<file path="config.mk">
export PLATFORM = sky130hd
export DESIGN_NAME = rsc_reset_ctrl
export DESIGN_NICKNAME = d
export VERILOG_FILES = /design/src/include/rsc_pkg.sv /design/src/rtl/rsc_reset_ctrl.sv
export SDC_FILE = /design/constraint.sdc
export NUM_CORES = 1
export LEC_CHECK = 0
export BUFFER_PORTS_ARGS = -buffer_cell sky130_fd_sc_hd__buf_4
export CORE_ASPECT_RATIO = 0.8
export CORE_MARGIN = 2
export CORE_UTILIZATION = 43
export CTS_BUF_LIST = sky130_fd_sc_hd__clkbuf_4
export DETAILED_ROUTE_END_ITERATION = 10
export SYNTH_ARGS = -nofsm -noshare
export SYNTH_HDL_FRONTEND = slang
export SYNTH_SLANG_ARGS = --single-unit
</file>
<file path="constraint.sdc">
create_clock -name core_clk -period 2.1 [get_ports core_clk]
set_input_delay 0.21 -clock core_clk [delete_from_list [all_inputs] [get_ports core_clk]]
set_output_delay 0.21 -clock core_clk [all_outputs]
set_load 0.05 [all_outputs]
</file>
<file path="src/include/rsc_pkg.sv">
// Purpose: constants for the reset and stop recovery controller
// Assumes: core_clk at 125 MHz
// Notes:   reset periods are counts of core_clk cycles
package rsc_pkg;
	localparam int unsigned CLK_MHZ          = 125;
	localparam int unsigned RST_PERIOD_US    = 16;
	localparam int unsigned XTAL_EXTRA_US    = 40;
	localparam int unsigned RST_CYCLES       = RST_PERIOD_US * CLK_MHZ;
	localparam int unsigned XTAL_CYCLES      = (RST_PERIOD_US + XTAL_EXTRA_US) * CLK_MHZ;
	localparam int unsigned CNT_W            = 16;
	localparam logic [7:0]  UNLOCK_PATTERN   = 8'hA5;
	localparam logic [7:0]  STATUS_RESET_VAL = 8'h80;
	localparam int unsigned ST_POR           = 7;
	localparam int unsigned ST_STOP          = 6;
	localparam int unsigned ST_WDT           = 5;
	localparam int unsigned ST_EXT           = 4;
	localparam int unsigned ST_DBG           = 3;
	localparam int unsigned ST_BRN           = 2;

	typedef enum logic [1:0]
	{
		RSC_RUN  = 2'b00,
		RSC_HOLD = 2'b01,
		RSC_REL  = 2'b10
	} rsc_state_e;
endpackage

</file>
<file path="src/rtl/rsc_reset_ctrl.sv">
// Purpose: merges reset sources into system_reset and stop-recovery sources into stop_recovery
// Assumes: all inputs synchronous to core_clk
// Notes:   reset pin is open drain; pad logic resolves the wire
`timescale 1ns/1ns

// What this block does
// - device drives reset pin low while any reset is in progress
// - device only pulls pin low, otherwise releases it to pull-up
// - power-on and brown-out always cause a system reset
// - watchdog time-out resets only when response option selects reset
// - low reset pin resets only when its alternate function is enabled
// - debugger writing 1 to control bit 0 causes a system reset
// - in stop mode, watchdog time-out or enabled pin edge starts recovery
// - stop recovery runs through the same reset sequencer
// - brown-out reset asserted whenever supply below minimum safe level
// - low supply below software threshold raises interrupt, not reset
// - reset period is longer when crystal oscillator is enabled
// - debug pin is a plain input at power-up, watched during reset
// - unlock seen during reset enables debug and takes pin from gpio
// - no unlock during reset keeps debug off until next reset
// - enabled crystal overrides both crystal pins and disables their gpio
// - watchdog interrupt time-out in stop sets watchdog and stop flags
module rsc_reset_ctrl
	import rsc_pkg::*;
(
	// clock and reset
	input  wire logic       core_clk,
	input  wire logic       rst,
	// reset sources
	input  wire logic       power_on_event,
	input  wire logic       supply_brownout,
	input  wire logic       watchdog_timeout,
	input  wire logic       watchdog_response_option,
	input  wire logic       reset_pin_alt_en,
	input  wire logic       debugger_control_reg_bit0,
	// stop mode
	input  wire logic       stop_mode,
	input  wire logic [5:0] recovery_pin_en,
	input  wire logic [5:0] port_pins_in,
	// supply monitor
	input  wire logic       supply_below_user_level,
	// options and pins
	input  wire logic       xtal_enable,
	input  wire logic       port_a_pin_zero_in,
	// reset pin (open drain, oe low drives)
	input  wire logic       reset_pin_in,
	output logic            reset_pin_out,
	output logic            reset_pin_oe_n,
	// results, and the status read that clears the flags
	output logic            system_reset,
	output logic            stop_recovery,
	output logic            low_voltage_irq,
	output logic            watchdog_irq,
	output logic [7:0]      reset_status_reg,
	output logic            debug_enable,
	output logic            port_a_pin_zero_gpio_en,
	output logic            port_a_pin_one_gpio_en,
	input  wire logic       status_read
);

	rsc_state_e       state_reg;
	rsc_state_e       state_next;
	logic [CNT_W-1:0] cnt_reg;
	logic [5:0]       pins_prev_reg;
	logic             is_stop_reg;
	logic [7:0]       unlock_sh_reg;
	logic             unlock_seen_reg;

	logic brown_req;
	logic wdt_rst_req;
	logic ext_req;
	logic dbg_req;
	logic pin_edge;
	logic stop_req;
	logic any_req;
	logic [CNT_W-1:0] period;
	logic [5:0] pins_changed;
	logic enter_hold;
	logic stop_kind;
	logic wdt_irq_req;

	// reset period, longer while the crystal starts
	function automatic logic [CNT_W-1:0] period_for(
		input logic xtal
	);
		return xtal ? CNT_W'(XTAL_CYCLES) : CNT_W'(RST_CYCLES);
	endfunction

	// last count of the hold period
	function automatic logic hold_done(
		input logic [CNT_W-1:0] cnt,
		input logic [CNT_W-1:0] len
	);
		return cnt >= len - CNT_W'(1);
	endfunction

	// recovery kind of a hold being entered or running, hard requests win
	function automatic logic is_stop_hold(
		input logic held_stop,
		input logic entering,
		input logic stop_ev,
		input logic hard_ev
	);
		return !hard_ev && (held_stop || (entering && stop_ev));
	endfunction

	// sticky status bit, set wins over read clear
	function automatic logic sticky(
		input logic set_ev,
		input logic cur,
		input logic clr
	);
		return set_ev || (cur && !clr);
	endfunction

	assign brown_req   = supply_brownout;
	assign wdt_rst_req = watchdog_timeout && watchdog_response_option && !stop_mode;
	// own pull-down on the pin is no request
	assign ext_req     = !reset_pin_in && reset_pin_alt_en && reset_pin_oe_n;
	assign dbg_req     = debugger_control_reg_bit0;
	assign pins_changed = (port_pins_in ^ pins_prev_reg) & recovery_pin_en;
	assign pin_edge    = |pins_changed;
	assign stop_req    = stop_mode && (watchdog_timeout || pin_edge);
	assign any_req     = power_on_event || brown_req || wdt_rst_req || ext_req || dbg_req;
	assign period      = period_for(xtal_enable);
	assign enter_hold  = (state_reg != RSC_HOLD) && (state_next == RSC_HOLD);
	assign stop_kind   = is_stop_hold(is_stop_reg, enter_hold, stop_req, any_req);
	assign wdt_irq_req = watchdog_timeout && !watchdog_response_option;

	// sequencer state
	always_comb
	begin
		state_next = state_reg;
		case (state_reg)
			RSC_RUN:
			begin
				if (any_req || stop_req)
					state_next = RSC_HOLD;
			end
			RSC_HOLD:
			begin
				if (!any_req && hold_done(cnt_reg, period))
					state_next = RSC_REL;
			end
			RSC_REL:
			begin
				if (any_req || stop_req)
					state_next = RSC_HOLD;
				else
					state_next = RSC_RUN;
			end
			default:
			begin
				state_next = RSC_HOLD;
			end
		endcase
	end

	always_ff @(posedge core_clk)
	begin
		if (rst)
			state_reg <= RSC_HOLD;
		else
			state_reg <= state_next;
	end

	// period counter, restarts while any hard request stands
	always_ff @(posedge core_clk)
	begin
		if (rst || state_reg != RSC_HOLD || any_req)
			cnt_reg <= '0;
		else if (cnt_reg != {CNT_W{1'b1}})
			cnt_reg <= cnt_reg + CNT_W'(1);
	end

	// recovery kind
	always_ff @(posedge core_clk)
	begin
		if (rst)
			is_stop_reg <= 1'b0;
		else if (enter_hold)
			is_stop_reg <= stop_kind;
		else if (any_req)
			is_stop_reg <= 1'b0;
	end

	always_ff @(posedge core_clk)
	begin
		if (rst)
			pins_prev_reg <= port_pins_in; // no false edge after reset
		else
			pins_prev_reg <= port_pins_in;
	end

	// outputs of the sequencer
	always_ff @(posedge core_clk)
	begin
		if (rst)
		begin
			system_reset  <= 1'b1;
			stop_recovery <= 1'b0;
		end
		else
		begin
			system_reset  <= (state_next == RSC_HOLD) && !stop_kind;
			stop_recovery <= (state_next == RSC_HOLD) && stop_kind;
		end
	end

	// reset pin driver, low while any hold stands
	always_ff @(posedge core_clk)
	begin
		if (rst)
			reset_pin_oe_n <= 1'b0;
		else
			reset_pin_oe_n <= !(state_next == RSC_HOLD);
	end

	always_ff @(posedge core_clk)
	begin
		reset_pin_out <= 1'b0;
	end

	// status flags, set wins over read clear
	always_ff @(posedge core_clk)
	begin
		if (rst)
			reset_status_reg <= STATUS_RESET_VAL;
		else
		begin
			reset_status_reg[ST_POR]  <= sticky(power_on_event, reset_status_reg[ST_POR], status_read);
			reset_status_reg[ST_BRN]  <= sticky(brown_req, reset_status_reg[ST_BRN], status_read);
			reset_status_reg[ST_EXT]  <= sticky(ext_req, reset_status_reg[ST_EXT], status_read);
			reset_status_reg[ST_DBG]  <= sticky(dbg_req, reset_status_reg[ST_DBG], status_read);
			reset_status_reg[ST_WDT]  <= sticky(watchdog_timeout, reset_status_reg[ST_WDT], status_read);
			reset_status_reg[ST_STOP] <= sticky(stop_req, reset_status_reg[ST_STOP], status_read);
			reset_status_reg[1:0]     <= 2'b00;
		end
	end

	// watchdog interrupt when option selects interrupt
	always_ff @(posedge core_clk)
	begin
		if (rst)
			watchdog_irq <= 1'b0;
		else
			watchdog_irq <= wdt_irq_req;
	end

	always_ff @(posedge core_clk)
	begin
		if (rst)
			low_voltage_irq <= 1'b0;
		else
			low_voltage_irq <= supply_below_user_level && !supply_brownout;
	end

	// debug unlock watch during reset
	always_ff @(posedge core_clk)
	begin
		if (rst)
		begin
			unlock_sh_reg   <= 8'h00;
			unlock_seen_reg <= 1'b0;
		end
		else if (state_reg == RSC_HOLD)
		begin
			unlock_sh_reg <= {unlock_sh_reg[6:0], port_a_pin_zero_in};
			if ({unlock_sh_reg[6:0], port_a_pin_zero_in} == UNLOCK_PATTERN)
				unlock_seen_reg <= 1'b1;
		end
		else if (enter_hold)
		begin
			unlock_sh_reg   <= 8'h00;
			unlock_seen_reg <= 1'b0;
		end
	end

	always_ff @(posedge core_clk)
	begin
		if (rst)
			debug_enable <= 1'b0;
		else if (state_reg == RSC_REL)
			debug_enable <= unlock_seen_reg;
		else if (enter_hold)
			debug_enable <= 1'b0;
	end

	// crystal pins and shared debug pin
	always_ff @(posedge core_clk)
	begin
		if (rst)
		begin
			port_a_pin_zero_gpio_en <= 1'b1;
			port_a_pin_one_gpio_en  <= 1'b1;
		end
		else
		begin
			port_a_pin_zero_gpio_en <= !xtal_enable && !(state_reg == RSC_REL ? unlock_seen_reg : debug_enable);
			port_a_pin_one_gpio_en  <= !xtal_enable;
		end
	end

endmodule

</file>
==> results_dict.tcl <==
set metrics [dict create \
    postCtsSetupBuffers 0 \
    synth_area_um2 2168 \
    mean_syn_cell_area_um2 9.510 \
    cts_buffers 5 \
    grt_pass1_vias 1685 \
    ys_ff_latch 47 \
    post-route-worst-setup-slack_ns 0.1502 \
    hold_start "power_on_event" \
    synth_area_leaders "sky130_fd_sc_hd__dfxtp_1 (43%), sky130_fd_sc_hd__nand2_1 (4.2%), sky130_fd_sc_hd__ha_1 (4.0%)" \
    wl_per_cell_um 14.22 \
    synth-main-ff-cell "sky130_fd_sc_hd__dfxtp_1" \
    ir_worst_vdd_v 0.0004161 \
    drt-vias-per-instance 5.413 \
    final.fill_count 447 \
    synth_most_common_cell "sky130_fd_sc_hd__dfxtp_1" \
    cts.clk_slew.worst_paths_ns 0.13 \
    route.antenna.remaining_nets 0 \
    pin_count_of_the_biggest_net_entering_global_routing 16 \
    insertion_delay_ns 0.36 \
    layout.nets 311 \
    yosysWarningCount 0 \
    htreeDepth 2 \
    totalNegativeSetupSlack_ns 0 \
    flow.area_growth_from_synthesis_pct 23.08 \
    slew_viol_final 0 \
    floorplan.initialDensity_pct 44.06 \
    cp-startpoint "port_pins_in[4]" \
    setup.worst_path.start_class "primary input" \
    grt.overflow.total 0 \
    number_of_flip_flops_in_the_largest_register 16 \
    cts.path.max_buffers 2 \
    n_antenna_cell 0 \
    synthArstFlopShare_pct 0 \
    timing_worst_slew_pin_value_ns 0.5210 \
    worst_relative_slew_slack_pct 65.27 \
    max_freq_mhz 512.9 \
    clkSinkCount 47 \
    std_cell_rows 23 \
    hold_viol 0 \
    tritoncts "built" \
    die_area_um2 5630 \
    hp-class "primary input to flip-flop" \
    synth.largest_area_cell "sky130_fd_sc_hd__dfxtp_1" \
    worst_slack_at_placement_ns 0.3678 \
    postSynthCellCount 228 \
    multiInputGateArea_um2 1130 \
    critical_path_data_required_time_ns 2.41 \
    core_area_um2 4921 \
    layout-drive-gt1-share_pct 21.15 \
    globalRouteTotalUtil_pct 18.69 \
    die_x_um 83.40 \
    setup.worst_path.class "primary input to flip-flop" \
    via_count 1846 \
    setup.worst_path.end_class "flip-flop" \
    grt_setup_unrepaired "no" \
    period_share_pct 92.85 \
    synth_top_area_share_pct 43.39 \
    clockRootBuffer "sky130_fd_sc_hd__clkbuf_4" \
    fp.dieH_um 67.52 \
    storage_element_area_um2 940.9 \
    p_leak_nw 1.097 \
    yosys-top-cells-count "sky130_fd_sc_hd__dfxtp_1 (47), sky130_fd_sc_hd__nand2_1 (24), sky130_fd_sc_hd__a21oi_1 (15)" \
    place_congestion 0.8077 \
    drt_iter0_drc 74 \
    port_buffers 39 \
    power_density_nw_per_um2 610.7 \
    ctsHoldBuffers 7 \
    wirelength_um 4850 \
    ios 43 \
    clock_skew_ns 0.009703 \
    first_pass_iters 5 \
    timing.final.crit_period_ns 1.950 \
    post-route-drc-count 0 \
    outcome "finished, final reports clean" \
    netlist-cell-type-count 53 \
    cts-resized-gates 0 \
    antenna_found_initial 0 \
    drv.max_cap_violation_count 0 \
    timing.rr.start "pins_prev_reg[4]" \
    setup-violations-final 0 \
    seq_area_frac_synth_pct 43.39 \
    dpl.hpwl_um 3562 \
    worst_ep_arrival_time_ns 2.26 \
    synth_enable_flop_cells 0 \
    grt_first_pass_wirelength_um 8355 \
    crit_path_max_fanout 13 \
]
## metal layers
| metal | track usage, % | part of all wire [%] | vias up |
|---|---|---|---|
| met1 | 27.85 | 53 | 843 |
| met4 | 6.148 | 0.60 | 0 |
| met2 | 26.71 | 41 | 38 |
| met3 | 4.034 | 5.4 | 2 |
| li1 | - | - | 963 |
| met5 | 0 | 0 | - |
## area by class of cell
class,instances,area share [%]
inverter,7,0.9845
clock buffer,5,1.406
sequential,47,35.26
clock inverter,3,1.453
tap,62,2.907
timing repair buffer,53,15.66
multi-input combinational,164,42.33
## through the flow
stage	power, mW	hold slack [ns]	util, %	std cells	instance area [um^2]
floorplan	1.042	0.2377	-	230	2176
global placement	1.109	0.3294	51.06	325	2512
detailed placement	1.110	0.3303	51.06	325	2512
CTS	1.650	0.01190	54.03	340	2659
global route	1.711	0.02616	54.23	341	2669
finish	1.630	0.04379	54.23	341	2669
## power by group
group          switching, mW  internal, mW
logic                  0.104        0.0781
clock network          0.283         0.245
registers            0.00913         0.911
total                  0.395          1.23
## critical path, stage by stage
cell and delay [ns]:
sky130_fd_sc_hd__dlygate4sd3_1 0.53, sky130_fd_sc_hd__buf_4 0.14, sky130_fd_sc_hd__xor2_1 0.13, sky130_fd_sc_hd__a222oi_1 0.46, sky130_fd_sc_hd__a41o_1 0.54, sky130_fd_sc_hd__a32o_1 0.24
## layout by cell type (no fill, tap or decap), drive strengths merged, types with 5 or more instances in the layout
master / n
clkbuf: 5
dfxtp: 47
ha: 7
dlygate4sd3: 8
nand2b: 5
a32o: 7
nand3: 8
inv: 7
buf: 45
a21oi: 15
nor3: 5
nand2: 24
nand4: 7
o21ai: 10
xor2: 6
## cells by family (layout without fill, tap and decap cells)
kind of cell / Yosys count / after routing / synth area share, %
XOR/XNOR: 6 / 6 / 2.424
buffers and inverters: 19 / 68 / 4.847
adder cells (fa/ha/maj): 7 / 7 / 4.039
multiplexers: 3 / 3 / 1.385
flip-flops: 47 / 47 / 43.39
AO/OA/AOI/OAI: 63 / 63 / 21.47
other: 1 / 3 / 0.1729
AND/OR/NAND/NOR: 82 / 82 / 22.27
## worst paths after layout
check,endpoint,slack (ns),depth (start not counted)
max,unlock_sh_reg[1],0.15,6
min,reset_status_reg[7],0.04,2
max reg2reg,unlock_sh_reg[1],0.33,4
min reg2reg,reset_status_reg[6],0.48,2
(Power assumes the default switching activity.)
